File: src/design/timer_core_pkg.sv
package timer_core_pkg;
  localparam logic [7:0] STATUS_CONTROL_ADDR = 8'h00;
  localparam logic [7:0] COUNTER_HIGH_ADDR   = 8'h04;
  localparam logic [7:0] COUNTER_LOW_ADDR    = 8'h08;
  localparam logic [7:0] MODULO_ADDR         = 8'h0c;
  localparam logic [7:0] DEBUG_CONTROL_ADDR  = 8'h10;

  localparam int OVERFLOW_FLAG_BIT    = 7;
  localparam int OVERFLOW_IRQ_EN_BIT  = 6;
  localparam int CENTER_ALIGN_BIT     = 5;
  localparam int CLOCK_SOURCE_LSB     = 3;
  localparam int PRESCALE_LSB         = 0;

  localparam logic [7:0]  STATUS_CONTROL_RESET = 8'h00;
  localparam logic [15:0] COUNTER_RESET        = 16'h0000;
  localparam logic [15:0] MODULO_RESET         = 16'h0000;
  localparam logic [15:0] COUNT_MAX            = 16'hffff;

  localparam logic [1:0] CLOCK_SOURCE_OFF      = 2'h0;
  localparam logic [1:0] CLOCK_SOURCE_BUS      = 2'h1;
  localparam logic [1:0] CLOCK_SOURCE_FIXED    = 2'h2;
  localparam logic [1:0] CLOCK_SOURCE_EXTERNAL = 2'h3;

  localparam logic [1:0] AXI_RESP_OKAY   = 2'h0;
  localparam logic [1:0] AXI_RESP_SLVERR = 2'h2;

  typedef enum logic [2:0] {
    LATCH_IDLE      = 3'b001,
    LATCH_HIGH_READ = 3'b010,
    LATCH_LOW_READ  = 3'b100
  } latch_state_type;
endpackage : timer_core_pkg

File: src/design/timer_counter_core_control.sv
// The address map and the AXI4-Lite slave port were decided locally.
`timescale 1ns/1ps
// What this block does
// - Overflow flag sets when counter wraps to 0x0000 after reaching modulo, or in center-align mode when the down count reaches 0x0000.
// - Flag clears only by reading status while set, then writing zero.
// - Overflow between qualifying read and clearing write restarts the clear sequence.
// - Writing one to flag does nothing; reset clears flag.
// - Interrupt request while flag and enable both one; reset clears enable.
// - Center-align bit selects up/down counting and all-channel center PWM.
// - Clock source field: off, bus clock, fixed clock, external source.
// - External source synchronized here; fixed clock arrives pre-synchronized.
// - Without enabled PLL/FLL, fixed clock choice equals bus clock.
// - Prescale field divides selected clock by two to field value.
// - Prescaler follows clock selection and synchronization.
// - New prescale value acts on the next clock after the update.
// - Reading either counter byte latches both until the other is read.
// - Reset or status/control write restarts counter read latching.
// - Reset clears counter; any counter byte write clears it and latching.
// - Debug mode stops the counter; reads return the frozen count, except a byte latched before debug entry.
// - Debug mode holds latch state even when counter bytes are read.
// - In debug mode, status or counter writes still restart latching.
// - Counting up, counter resumes at zero after modulo; in center-align mode it counts down from modulo; modulo zero means free running.
module timer_counter_core_control
  import timer_core_pkg::*;
(
  input  wire logic        CLOCK,
  input  wire logic        RSTN,
  input  wire logic [7:0]  AWADDR,
  input  wire logic        AWVALID,
  output logic             AWREADY,
  input  wire logic [31:0] WDATA,
  input  wire logic [3:0]  WSTRB,
  input  wire logic        WVALID,
  output logic             WREADY,
  output logic [1:0]       BRESP,
  output logic             BVALID,
  input  wire logic        BREADY,
  input  wire logic [7:0]  ARADDR,
  input  wire logic        ARVALID,
  output logic             ARREADY,
  output logic [31:0]      RDATA,
  output logic [1:0]       RRESP,
  output logic             RVALID,
  input  wire logic        RREADY,
  input  wire logic        EXTERNAL_CLOCK,
  input  wire logic        FIXED_CLOCK_TICK,
  input  wire logic        PLL_ENABLED,
  output logic             OVERFLOW_IRQ,
  output logic             CENTER_ALIGN,
  output logic [15:0]      COUNT,
  output logic [15:0]      MODULO,
  output logic             COUNT_DOWN
);

  logic [7:0]      status_control;
  logic [15:0]     counter;
  logic [15:0]     modulo_value;
  logic            debug_mode;
  logic            counting_down;
  logic            clear_armed;
  logic [15:0]     latch_buffer;
  latch_state_type latch_state;
  logic [2:0]      ext_sync;
  logic            ext_prev;
  logic [6:0]      prescale_count;
  logic [7:0]      aw_addr;
  logic            aw_held;
  logic [31:0]     w_data;
  logic [3:0]      w_strb;
  logic            w_held;

  logic overflow_flag;
  logic overflow_irq_enable;
  logic center_align_select;
  logic [1:0] clock_source_select;
  logic [2:0] prescale_select;
  assign overflow_flag       = status_control[OVERFLOW_FLAG_BIT];
  assign overflow_irq_enable = status_control[OVERFLOW_IRQ_EN_BIT];
  assign center_align_select = status_control[CENTER_ALIGN_BIT];
  assign clock_source_select = status_control[CLOCK_SOURCE_LSB +: 2];
  assign prescale_select     = status_control[PRESCALE_LSB +: 3];

  // Write channel: both halves captured independently, executed together
  logic do_write;
  logic wr_status;
  logic wr_counter;
  logic wr_modulo;
  logic wr_debug;
  logic wr_mapped;
  assign do_write   = aw_held && w_held && !BVALID;
  assign wr_status  = do_write && aw_addr == STATUS_CONTROL_ADDR && w_strb[0];
  assign wr_counter = do_write && (aw_addr == COUNTER_HIGH_ADDR || aw_addr == COUNTER_LOW_ADDR);
  assign wr_modulo  = do_write && aw_addr == MODULO_ADDR;
  assign wr_debug   = do_write && aw_addr == DEBUG_CONTROL_ADDR && w_strb[0];
  assign wr_mapped  = aw_addr == STATUS_CONTROL_ADDR || aw_addr == COUNTER_HIGH_ADDR ||
                      aw_addr == COUNTER_LOW_ADDR || aw_addr == MODULO_ADDR ||
                      aw_addr == DEBUG_CONTROL_ADDR;

  always_ff @(posedge CLOCK or negedge RSTN) begin
    if (!RSTN) begin
      aw_held <= 1'b0;
      aw_addr <= 8'h00;
      w_held  <= 1'b0;
      w_data  <= 32'h0000_0000;
      w_strb  <= 4'h0;
      BVALID  <= 1'b0;
      BRESP   <= AXI_RESP_OKAY;
    end else begin
      if (AWVALID && AWREADY) begin
        aw_held <= 1'b1;
        aw_addr <= AWADDR;
      end
      if (WVALID && WREADY) begin
        w_held <= 1'b1;
        w_data <= WDATA;
        w_strb <= WSTRB;
      end
      if (do_write) begin
        aw_held <= 1'b0;
        w_held  <= 1'b0;
        BVALID  <= 1'b1;
        BRESP   <= wr_mapped ? AXI_RESP_OKAY : AXI_RESP_SLVERR;
      end else if (BVALID && BREADY) begin
        BVALID <= 1'b0;
      end
    end
  end

  // Read channel: one request at a time, answer one cycle after address
  logic rd_take;
  logic rd_status;
  logic rd_high;
  logic rd_low;
  assign rd_take   = ARVALID && ARREADY;
  assign rd_status = rd_take && ARADDR == STATUS_CONTROL_ADDR;
  assign rd_high   = rd_take && ARADDR == COUNTER_HIGH_ADDR;
  assign rd_low    = rd_take && ARADDR == COUNTER_LOW_ADDR;

  always_ff @(posedge CLOCK or negedge RSTN) begin
    if (!RSTN) begin
      RVALID <= 1'b0;
      RDATA  <= 32'h0000_0000;
      RRESP  <= AXI_RESP_OKAY;
    end else if (rd_take) begin
      RVALID <= 1'b1;
      RRESP  <= AXI_RESP_OKAY;
      unique case (ARADDR)
        STATUS_CONTROL_ADDR: RDATA <= {24'h000000, status_control};
        COUNTER_HIGH_ADDR:   RDATA <= {24'h000000, latch_state == LATCH_LOW_READ ? latch_buffer[15:8] : counter[15:8]};
        COUNTER_LOW_ADDR:    RDATA <= {24'h000000, latch_state == LATCH_HIGH_READ ? latch_buffer[7:0] : counter[7:0]};
        MODULO_ADDR:         RDATA <= {16'h0000, modulo_value};
        DEBUG_CONTROL_ADDR:  RDATA <= {31'h00000000, debug_mode};
        default: begin
          RDATA <= 32'h0000_0000;
          RRESP <= AXI_RESP_SLVERR;
        end
      endcase
    end else if (RVALID && RREADY) begin
      RVALID <= 1'b0;
    end
  end

  // Ready flags are registers so no top-level output is a gate after a flop
  always_ff @(posedge CLOCK or negedge RSTN) begin
    if (!RSTN) begin
      AWREADY <= 1'b1;
      WREADY  <= 1'b1;
      ARREADY <= 1'b1;
    end else begin
      if (AWVALID && AWREADY) begin
        AWREADY <= 1'b0;
      end else if (BVALID && BREADY) begin
        AWREADY <= 1'b1;
      end
      if (WVALID && WREADY) begin
        WREADY <= 1'b0;
      end else if (BVALID && BREADY) begin
        WREADY <= 1'b1;
      end
      if (rd_take) begin
        ARREADY <= 1'b0;
      end else if (RVALID && RREADY) begin
        ARREADY <= 1'b1;
      end
    end
  end

  // External source: three stages, edge counts once stages two and three agree
  always_ff @(posedge CLOCK or negedge RSTN) begin
    if (!RSTN) begin
      ext_sync <= 3'h0;
      ext_prev <= 1'b0;
    end else begin
      ext_sync <= {ext_sync[1:0], EXTERNAL_CLOCK};
      if (ext_sync[2] == ext_sync[1]) begin
        ext_prev <= ext_sync[2];
      end
    end
  end

  logic source_tick;
  always_comb begin
    unique case (clock_source_select)
      CLOCK_SOURCE_OFF:      source_tick = 1'b0;
      CLOCK_SOURCE_BUS:      source_tick = 1'b1;
      CLOCK_SOURCE_FIXED:    source_tick = PLL_ENABLED ? FIXED_CLOCK_TICK : 1'b1;
      CLOCK_SOURCE_EXTERNAL: source_tick = ext_sync[2] && ext_sync[1] && !ext_prev;
    endcase
  end

  // Prescaler sees the synchronized, selected tick; field is used live
  logic [6:0] prescale_mask;
  logic       counter_tick;
  assign prescale_mask = 7'((8'h01 << prescale_select) - 8'h01);
  assign counter_tick  = source_tick && !debug_mode && ((prescale_count & prescale_mask) == prescale_mask);

  always_ff @(posedge CLOCK or negedge RSTN) begin
    if (!RSTN) begin
      prescale_count <= 7'h00;
    end else if (source_tick && !debug_mode) begin
      prescale_count <= prescale_count + 7'h01;
    end
  end

  // Counter; effective top is COUNT_MAX when modulo is zero
  logic [15:0] top;
  logic        wrap;
  assign top  = (modulo_value == MODULO_RESET) ? COUNT_MAX : modulo_value;
  assign wrap = counter_tick && !center_align_select && counter >= top;
  logic down_wrap;
  assign down_wrap = counter_tick && center_align_select && counting_down && counter <= 16'h0001;

  always_ff @(posedge CLOCK or negedge RSTN) begin
    if (!RSTN) begin
      counter       <= COUNTER_RESET;
      counting_down <= 1'b0;
    end else if (wr_counter) begin
      counter       <= COUNTER_RESET;
      counting_down <= 1'b0;
    end else if (counter_tick) begin
      if (!center_align_select) begin
        counter       <= wrap ? COUNTER_RESET : counter + 16'h0001;
        counting_down <= 1'b0;
      end else if (!counting_down) begin
        if (counter >= top) begin
          counting_down <= 1'b1;
          counter       <= counter - 16'h0001;
        end else begin
          counter <= counter + 16'h0001;
        end
      end else begin
        if (counter <= 16'h0001) begin
          counting_down <= 1'b0;
        end
        counter <= (counter == COUNTER_RESET) ? COUNTER_RESET : counter - 16'h0001;
      end
    end
  end

  logic overflow_event;
  assign overflow_event = wrap || down_wrap;

  // Status/control and the overflow clear sequence
  always_ff @(posedge CLOCK or negedge RSTN) begin
    if (!RSTN) begin
      status_control <= STATUS_CONTROL_RESET;
      clear_armed    <= 1'b0;
      modulo_value   <= MODULO_RESET;
      debug_mode     <= 1'b0;
    end else begin
      if (wr_status) begin
        status_control[6:0] <= w_data[6:0];
      end
      if (wr_modulo) begin
        if (w_strb[0]) modulo_value[7:0]  <= w_data[7:0];
        if (w_strb[1]) modulo_value[15:8] <= w_data[15:8];
      end
      if (wr_debug) begin
        debug_mode <= w_data[0];
      end
      if (overflow_event) begin
        status_control[OVERFLOW_FLAG_BIT] <= 1'b1;
        clear_armed <= 1'b0;
      end else if (wr_status && !w_data[OVERFLOW_FLAG_BIT] && clear_armed) begin
        status_control[OVERFLOW_FLAG_BIT] <= 1'b0;
        clear_armed <= 1'b0;
      end else if (rd_status && overflow_flag) begin
        clear_armed <= 1'b1;
      end
    end
  end

  // Byte-read coherency
  always_ff @(posedge CLOCK or negedge RSTN) begin
    if (!RSTN) begin
      latch_state  <= LATCH_IDLE;
      latch_buffer <= COUNTER_RESET;
    end else if (wr_status || wr_counter) begin
      latch_state <= LATCH_IDLE;
    end else if (!debug_mode) begin
      unique case (latch_state)
        LATCH_IDLE: begin
          if (rd_high) begin
            latch_state  <= LATCH_HIGH_READ;
            latch_buffer <= counter;
          end else if (rd_low) begin
            latch_state  <= LATCH_LOW_READ;
            latch_buffer <= counter;
          end
        end
        LATCH_HIGH_READ: if (rd_low) latch_state <= LATCH_IDLE;
        LATCH_LOW_READ:  if (rd_high) latch_state <= LATCH_IDLE;
        default:         latch_state <= LATCH_IDLE;
      endcase
    end
  end

  // Registered outputs
  always_ff @(posedge CLOCK or negedge RSTN) begin
    if (!RSTN) begin
      OVERFLOW_IRQ <= 1'b0;
      CENTER_ALIGN <= 1'b0;
      COUNT        <= COUNTER_RESET;
      MODULO       <= MODULO_RESET;
      COUNT_DOWN   <= 1'b0;
    end else begin
      OVERFLOW_IRQ <= overflow_flag && overflow_irq_enable;
      CENTER_ALIGN <= center_align_select;
      COUNT        <= counter;
      MODULO       <= modulo_value;
      COUNT_DOWN   <= counting_down;
    end
  end
endmodule : timer_counter_core_control

File: config.mk
export PLATFORM = sky130hd
export DESIGN_NAME = timer_counter_core_control
export DESIGN_NICKNAME = d
export VERILOG_FILES = /design/src/design/timer_core_pkg.sv /design/src/design/timer_counter_core_control.sv
export SDC_FILE = /design/constraint.sdc
export NUM_CORES = 1
export LEC_CHECK = 0
export BUFFER_PORTS_ARGS = -buffer_cell sky130_fd_sc_hd__buf_2
export CORE_MARGIN = 8
export CORE_UTILIZATION = 50
export DETAILED_ROUTE_END_ITERATION = 8
export PLACE_DENSITY = 0.73
export SYNTH_ARGS = -nofsm -noshare
export SYNTH_HDL_FRONTEND = slang
export SYNTH_SLANG_ARGS = --single-unit
File: constraint.sdc
create_clock -name CLOCK -period 7.9 [get_ports CLOCK]
set_clock_uncertainty 0.05 [all_clocks]
set_input_delay 0.395 -clock CLOCK [delete_from_list [all_inputs] [get_ports CLOCK]]
set_output_delay 0.395 -clock CLOCK [all_outputs]
set_load 0.01 [all_outputs]
==> Yosys cells after proc, flatten, opt, wreduce, memory -nomap -nowiden <==
Cells that the tools add are included.
{ "totals": {"word_cells": 170, "output_inout_bits": 76, "ff_bits": 177, "input_bits": 62} }
{ "classes": {"n_eq_ne": 20, "n_shift": 1, "muxes": 48, "n_lt_le_gt_ge": 2, "add_sub_neg": 4, "bitwise_logic": 3, "n_reduce_logical": 61} }
{ "op_table": {"columns": ["op", "n"], "rows": [
  ["2-to-1 mux 16 bit", 10],
  ["one-hot mux 16 bit (5 select lines)", 1],
  ["== test 8 x 4 -> 1 bit, second input constant", 4],
  ["logical NOT 16 bit", 2],
  ["logical AND 1 bit", 29],
  ["2-to-1 mux 1 bit", 25],
  ["2-to-1 mux 3 bit", 6],
  ["nonzero test 2 bit", 9],
  ["adder 16 x 1 -> 16 bit, second input constant", 1],
  ["== test 8 x 3 -> 1 bit, second input constant", 2],
  ["== test 8 x 5 -> 1 bit, second input constant", 2],
  ["greater-or-equal comparator 16 bit", 1],
  ["less-or-equal comparator 16 x 1 -> 1 bit, second input constant", 1],
  ["logical NOT 8 bit", 2],
  ["2-to-1 mux 8 bit", 2],
  ["subtractor 16 x 1 -> 16 bit, second input constant", 1],
  ["one-hot mux 3 bit (3 select lines)", 1],
  ["AND reduction 4 bit", 2],
  ["adder 7 x 1 -> 7 bit, second input constant", 1],
  ["AND 7 bit", 1],
  ["== test 7 bit", 1],
  ["logical OR 1 bit", 7],
  ["left shift 1 x 3 -> 7 bit, first input constant", 1],
  ["subtractor 7 x 1 -> 7 bit, second input constant", 1],
  ["17 further kinds", 26]
]} }

==> Depth between registers and ports, before layout <==
Gate-level depths: netlist of the first run.
{ "depth": {"depth_word": 11, "depth_mapped": 15, "ltp_nobuf": 11} }

==> Worst setup path before layout of the first run <==
OpenSTA, ideal clock, no wires.
{ "synth_timing": {"path_type": "reg-to-reg", "start": "register modulo_value[7]", "end": "register counter[13]", "stages_incl_launch_ff": 15, "path_buffers": 3, "setup_ps": 121, "setup_slack_ps": 4333, "arrival_time_ps": 3396, "required_ps": 7729, "path_cell_list": "dfrtp_1 nor4_1 and4_1 clkbuf_1 clkbuf_1 nor2_1 ha_1 nand2_1 nor4_2 o311ai_4 a31oi_2 buf_4 nor3_1 o21ba_2 o22a_1"} }
{ "synth_via": {"elab_chain_len": 8, "elab_cells_between_ends": 10, "classes_between": "order compare: 1; mux: 7; reduce/logical: 2"} }
{ "synth_rtl": {"columns": ["item", "line_no", "source"], "rows": [
  ["start: declaration", "timer_counter_core_control.sv:57", "logic [15:0] modulo_value;"],
  ["start signal: assignment", "timer_counter_core_control.sv:275", "if (w_strb[0]) modulo_value[7:0] <= w_data[7:0];"],
  ["logical NOT 16 bit", "timer_counter_core_control.sv:228", "assign top = (modulo_value == MODULO_RESET) ? COUNT_MAX : modulo_value;"],
  ["2-to-1 mux 16 bit *", "timer_counter_core_control.sv:228", null],
  ["greater-or-equal comparator 16 bit *", "timer_counter_core_control.sv:229, timer_counter_core_control.sv:245", null],
  ["2-to-1 mux 16 bit or logical AND 1 bit (tied branches)", "timer_counter_core_control.sv:245, timer_counter_core_control.sv:229", null],
  ["2-to-1 mux 16 bit, on equally long branches", "timer_counter_core_control.sv:244, timer_counter_core_control.sv:242", null],
  ["2-to-1 mux 16 bit *", "timer_counter_core_control.sv:241", "if (!center_align_select) begin"],
  ["2-to-1 mux 16 bit *", "timer_counter_core_control.sv:240", "end else if (counter_tick) begin"],
  ["2-to-1 mux 16 bit *", "timer_counter_core_control.sv:237", "end else if (wr_counter) begin"],
  ["end signal: assignment", "timer_counter_core_control.sv:242", "counter <= wrap ? COUNTER_RESET : counter + 16'h0001;"],
  ["end signal: assignment", "timer_counter_core_control.sv:247", "counter <= counter - 16'h0001;"],
  ["end signal: assignment", "timer_counter_core_control.sv:249", "counter <= counter + 16'h0001;"],
  ["end: declaration", "timer_counter_core_control.sv:56", "logic [15:0] counter;"]
]} }
Mark *: on every way between the ends. The rest lies on a longest branch, timed or not. The select of a mux whose other input is x is not followed.
A chain may end at the register's enable or synchronous reset.

==> Final worst setup path of the first run <==
{ "layout_timing": {"start": "register modulo_value[2]", "end": "register counter[13]"} }
The elaborated chain is that of the path after synthesis.

==> metrics.txt, run 1 <==
ratio of cells with drive above 1 in the final layout=28.72%; number of buffers on the longest clock path=2; wire length per cell after detailed routing=18.16 microns; highest-delay cell along the critical path=a31oi_2; final setup violation count=0; ordered cell list for the critical path=nor4_1, and4_1, nor2_1, ha_1, nand2_1, nor4_2, o311ai_4, a31oi_2, nor4b_1, nor3_1, o22a_1; setup slack at placement=3.482 ns; detailed-placement wirelength estimate=12,260 microns; final worst slack=3.415 ns; Synth warnings=0; Clock Sinks=159; Top FF cell, synth=dfrtp_1; Post-Place Cells=914; # H-tree levels=4; initial antenna violation count=0; die extent in x=138.7 microns; most frequent cell after synthesis=dfrtp_1; Leakage Power=0.004202 uW; Area growth syn-to-layout=15.52%; global-route usage over all layers=18.34%; clock latency at the later pin of the worst-skew pair=0.44 ns; reg2reg setup slack=3.42 ns; Die ar.=0.01923 sq mm; max-cap viol count=0; clock period minus worst slack=4.485 ns; Worst-path clk slew=0.06 ns; Worst Path Buf+Inv=0; number of buffers added for setup after CTS=0; # nets final=831; final-report max-slew violation count=0; Ant. Diodes=0; gate count after technology mapping=649; Synth cell types=63; Top-Level Pins=138; Crit path arrival time=4.75 ns; pin count of the biggest net entering global routing=86; mean post-synth cell area=11.59 sq um; run status=finished, final reports clean; largest area contributor in the netlist=dfrtp_1; TritonCTS buffer count=17; crit path launch type=flop; count of hold buffers inserted by post-cts repair=2; clk root buf=clkbuf_16; Worst path max stage delay=0.96 ns; number of search-and-repair iterations in the first detailed-routing pass=5; HP Class=in2reg; worst-case vdd ir drop=0.1861 mV; count of vias placed by the detailed router=5,386; Max-slew headroom=23.04%; share of async-settable or async-resettable flops after synthesis=100.0%; sequential cell area fraction in the yosys report=52.95%; delay-heaviest family, CP=simple AND/OR/NAND/NOR gates; total global routing overflow=0; cell area power density=291.2 mW/mm^2; number of flops mapped to enable cells by yosys=0; maximum fanout along the worst path=16; transition time at the pin with the least slew margin=1.151 ns; vertical extent of the die=138.7 microns; gp weighted congestion=0.9367; vias in the first global route=5,535; required time of the worst setup path=8.17 ns; Cell Area, Synth=0.007523 sq mm; Initial Util=50.23%; final core utilization=58.03%; number of DRC markers after the initial detailed-route iteration=403; Fin. Hold Viols=0; Via-to-Cell Ratio=5.687; Post-synth top cells=155 x dfrtp_1, 66 x mux2_2, 61 x nand2_1, 38 x nor2_1, 37 x mux2i_1; ANT nets after route=0; number of placement rows=45; Yosys top cell area share=51.55%; critical path class=reg2reg; Filler Cells Inserted=1,218; non-filler instance count after layout=947; total negative slack for setup checks=0 ns; quantity of gates resized following cts=0; portion of the clock cycle consumed by the worst path in the final layout=56.77%; achievable frequency=0.2230 GHz; flip-flop and latch count after synthesis=159; drt total wl=17,200 microns; RSZ-0062 raised after global routing=false; number of remaining DRC errors=0; CTS tree=done; core area=0.01498 sq mm; wire length of the first global-routing pass=28,280 microns; critical path capture point type=flop; number of buffers inserted by port buffering=101; top post-synthesis cells by area=dfrtp_1 52%, mux2_2 9.9%, mux2i_1 4.9%
## path summary, 6_finish.rpt
kind,from,endpoint,cells after the start
max,modulo_value[2],counter[13],11
min,WVALID,WREADY,2
max reg2reg,modulo_value[2],counter[13],11
min reg2reg,ext_sync[0],ext_sync[1],0
max in group asynchronous,RSTN,w_data[11],3
min in group asynchronous,RSTN,prescale_count[4],2
## kinds of logic after synthesis
family,share of synthesized area [%]
AOI/OAI and AO/OA,9.946
xor gates and xnor gates,1.164
adders and majority gates,3.659
buffers and inverters,4.141
DFF,52.95
muxes,15.25
other,0.04984
and+or+nand+nor,12.84
## where the power goes
part / leakage [uW] / switching (uW) / internal (uW)
clock network: 0.000276 / 348 / 457
registers: 0.00211 / 138 / 956
logic: 0.00181 / 347 / 285
## sequential cells by signal, summed over array words and instances, names as in the netlist, 2 cells and up
signal and flops:
COUNT 16, MODULO 16, RDATA 16, counter 16, latch_buffer 16, modulo_value 16, w_data 16, aw_addr 8
status_control 8, prescale_count 7, ext_sync 3, latch_state 3, w_strb 2
## metrics by stage
| step | power, uW | hold slack, ns | cell area (sq um) |
|---|---|---|---|
| 3_5_place_dp | 1728 | 0.2858 | 8090 |
| 6_report | 2531 | 0.08331 | 8691 |
| 4_1_cts | 2544 | 0.06627 | 8691 |
| 2_1_floorplan | 1541 | 0.04941 | 7587 |
| 3_3_place_gp | 1678 | 0.2869 | 8090 |
| 5_1_grt | 2677 | 0.08526 | 8691 |
## layout make-up
cell class	instances	area, sq um	share of cell area [%]
inverter	12	45.04	0.5183
tap	188	235.2	2.707
sequential	159	3984	45.84
clock inverter	12	127.6	1.468
clock buffer	19	452.9	5.212
timing repair buffer	106	554.3	6.378
multi-input combinational	451	3292	37.88
## metal layers
layer	track usage (%)	wire [microns]
met1	23.03	7513
met4	8.261	391
met5	0	0
met3	4.888	878
met2	29.21	8411
## layout by cell type (no fill, tap or decap), types with 6 or more instances in the layout
cell / synthesis / final
nor2_1: 38 / 38
or3_1: 7 / 7
clkbuf_16: 0 / 17
o21ai_0: 24 / 24
xnor2_1: 7 / 7
nor3_1: 12 / 12
ha_1: 22 / 22
mux2i_1: 37 / 37
o221ai_1: 8 / 8
a21oi_1: 25 / 25
dfrtp_1: 155 / 155
buf_2: 3 / 100
o21ba_1: 6 / 6
and3_1: 8 / 8
nor4_1: 9 / 9
nand3_1: 11 / 11
a31oi_1: 11 / 11
nand2_1: 61 / 61
mux2_2: 66 / 66
conb_1: 1 / 18
inv_1: 12 / 12
nand2b_1: 17 / 17
No activity file was read; power rests on OpenSTA's default activity.
==> run 2, diff against run 1 <==
- PLACE_DENSITY: 0.73 -> 0.76
- clock period: 7.9 -> 3.9 ns (I/O delays scaled with it)
==> run 2 against run 1 <==
Die area unchanged; worst setup slack worse by 3.2 ns; combinational power up 120%; fmax is 21% higher; global-route usage up 1.2 points; first-iteration DRC count rose by 4.2%; sequential power grew 100%; clock power is 110% higher; utilization is 3.2 points higher; register-to-register slack lost 3.2 ns; total power increased by 110%; routed wire length up 6.7%; critical endpoint is now counter[8]; highest routed layer unchanged.
==> metrics.txt, run 2 (synthesized netlist as in run 1, its figures left out) <==
maximum fanout along the worst path=21 (+5); detailed-placement wirelength estimate=12,930 microns (+5.5%); initial antenna violation count=0 (unchanged); number of DRC markers after the initial detailed-route iteration=420 (+4.2%); total power consumption of the routed design=5277 uW (+110%); RSZ-0062 raised after global routing=false; Top-Level Pins=138 (unchanged); highest-delay cell along the critical path=or4b_4; Max-slew headroom=22.71% (-0.32 points); clock period minus worst slack=3.691 ns (-0.7936 ns); ordered cell list for the critical path=nor4_1, and4_1, nor2_1, ha_1, nor2b_1, o211a_1, o311ai_4, a31oi_1, or4b_4, buf_4, o21ba_1, a31oi_1; vertical extent of the die=138.7 microns (unchanged); critical path capture point type=flop; clock latency at the later pin of the worst-skew pair=0.43 ns (about the same); Leakage Power=0.004452 uW (+6.0%); pin count of the biggest net entering global routing=121 (+41%); final setup violation count=0 (unchanged); clk root buf=clkbuf_16; HP Class=in2reg; Clock Sinks=159 (unchanged); ANT nets after route=0 (unchanged); die extent in x=138.7 microns (unchanged); most common cell after layout, fill and taps aside=dfrtp_1; crit path launch type=flop; core area=0.01498 sq mm (unchanged); number of placement rows=45 (unchanged); wire length per cell after detailed routing=18.43 microns (+1.5%); startpoint of the worst hold path=ARADDR[6]; most prevalent standard cell on the critical path=a31oi_1; top library cells by usage in the layout, fill and taps aside=155 x dfrtp_1, 100 x buf_2, 66 x mux2_2, 61 x nand2_1, 38 x nor2_1; number of buffers on the longest clock path=2 (unchanged); worst-case vdd ir drop=0.4473 mV (+140%); final-report max-slew violation count=0 (unchanged); number of remaining DRC errors=0 (unchanged); max-cap viol count=0 (unchanged); TritonCTS buffer count=17 (unchanged); Fin. Hold Viols=0 (unchanged); Die ar.=0.01923 sq mm (unchanged); reg2reg setup slack=0.21 ns (-3.21 ns); total negative slack for setup checks=0 ns (unchanged); Filler Cells Inserted=1,187 (-2.5%); Area growth syn-to-layout=21.97%; CTS tree=done; Endpoint, Worst Hold=RRESP[1]; Crit path arrival time=3.98 ns (-0.77 ns); Worst path max stage delay=0.61 ns (-0.35 ns); vias in the first global route=5,957 (+7.6%); global-route usage over all layers=19.50% (+1.2 points); count of vias placed by the detailed router=5,701 (+5.8%); portion of the clock cycle consumed by the worst path in the final layout=94.64% (+38 points); critical path class=reg2reg; transition time at the pin with the least slew margin=1.149 ns (-0.002077 ns); number of stages on the worst hold path=4 (+2); gp weighted congestion=0.8678 (-7.4%); # H-tree levels=4 (unchanged); worst reg2reg startpoint=modulo_value[6]; cell area power density=575.1 mW/mm^2 (+97%); required time of the worst setup path=4.19 ns (-3.98 ns); final core utilization=61.27% (+3.2 points); run status=finished, final reports clean; number of buffers inserted by port buffering=101 (unchanged); logic depth of the worst register-to-register path=12 (+1); total global routing overflow=0 (unchanged); capture instance of the worst register-to-register path=counter[8]; Via-to-Cell Ratio=5.724 (+0.64%); Initial Util=50.23% (unchanged); ratio of cells with drive above 1 in the final layout=29.00% (+0.27 points); wire length of the first global-routing pass=30,240 microns (+6.9%); drt total wl=18,350 microns (+6.7%); Worst-path clk slew=0.07 ns (about the same); achievable frequency=0.2709 GHz (+21%); number of search-and-repair iterations in the first detailed-routing pass=5 (unchanged); # nets final=878 (+5.7%)
## run 2: repair_timing
action,CTS,global route
hold buffers,36,0
endpoints found under the setup margin,0,11
buffers inserted,0,0
resized for setup,0,3
endpoints found under the hold margin,149,0
## run 2: per-layer routing
layer | vias to the layer above | part of all wire (%) | GRT usage, %
met1 | 2858 | 41 | 23.66
met2 | 220 | 49 | 31.93
met4 | 0 | 3.2 | 9.359
met3 | 45 | 6.3 | 4.991
li1 | 2578 | - | -
met5 | - | 0 | 0
## run 2: how the worst max path moves through the flow
stage | cells past startpoint | from | slack, ns | to
detailed placement | 12 | modulo_value[12] | 0.1 | counter[8]
global route | 13 | modulo_value[7] | 0.08 | counter[8]
finish | 12 | modulo_value[6] | 0.21 | counter[8]
floorplan | 14 | modulo_value[7] | 0.33 | counter[13]
global placement | 12 | modulo_value[12] | 0.24 | counter[15]
CTS | 12 | modulo_value[12] | 0.06 | counter[8]
## run 2: power by group
group / internal, uW / total (uW) / switching, uW
combinational: 653 / 1400 / 751
sequential: 1940 / 2200 / 267
clock: 938 / 1670 / 732
total: 3530 / 5280 / 1750
## run 2: worst max-delay path, delay by kind of cell, from the launching register on
| kind | cells | cell delay [ns] |
|---|---|---|
| buffers and inverters | 1 | 0.23 |
| flip-flops | 1 | 0.48 |
| AO/OA/AOI/OAI | 5 | 1.08 |
| adder cells (fa/ha/maj) | 1 | 0.29 |
| AND/OR/NAND/NOR | 5 | 1.47 |
## run 2: through the flow
step / hold WS (ns) / worst slack, ns / cells / area (sq um)
floorplan: -0.1506 / 0.3327 / 666 / 7587
global placement: 0.2551 / 0.2406 / 927 / 8200
detailed placement: 0.2547 / 0.09655 / 927 / 8200
CTS: 0.09960 / 0.06392 / 995 / 9155
global route: 0.1472 / 0.07567 / 995 / 9174
finish: 0.1203 / 0.2089 / 996 / 9176
## run 2: cell type report
cell class | count | area (sq um) | share of cell area [%]
Tap cell | 188 | 235.2 | 2.563
Timing Repair Buffer | 153 | 1005 | 10.95
Antenna cell | 1 | 2.502 | 0.02727
Inverter | 12 | 45.04 | 0.4909
Multi-Input combinational cell | 451 | 3311 | 36.08
Sequential cell | 159 | 3984 | 43.41
Clock buffer | 19 | 452.9 | 4.936
Clock inverter | 13 | 141.4 | 1.541
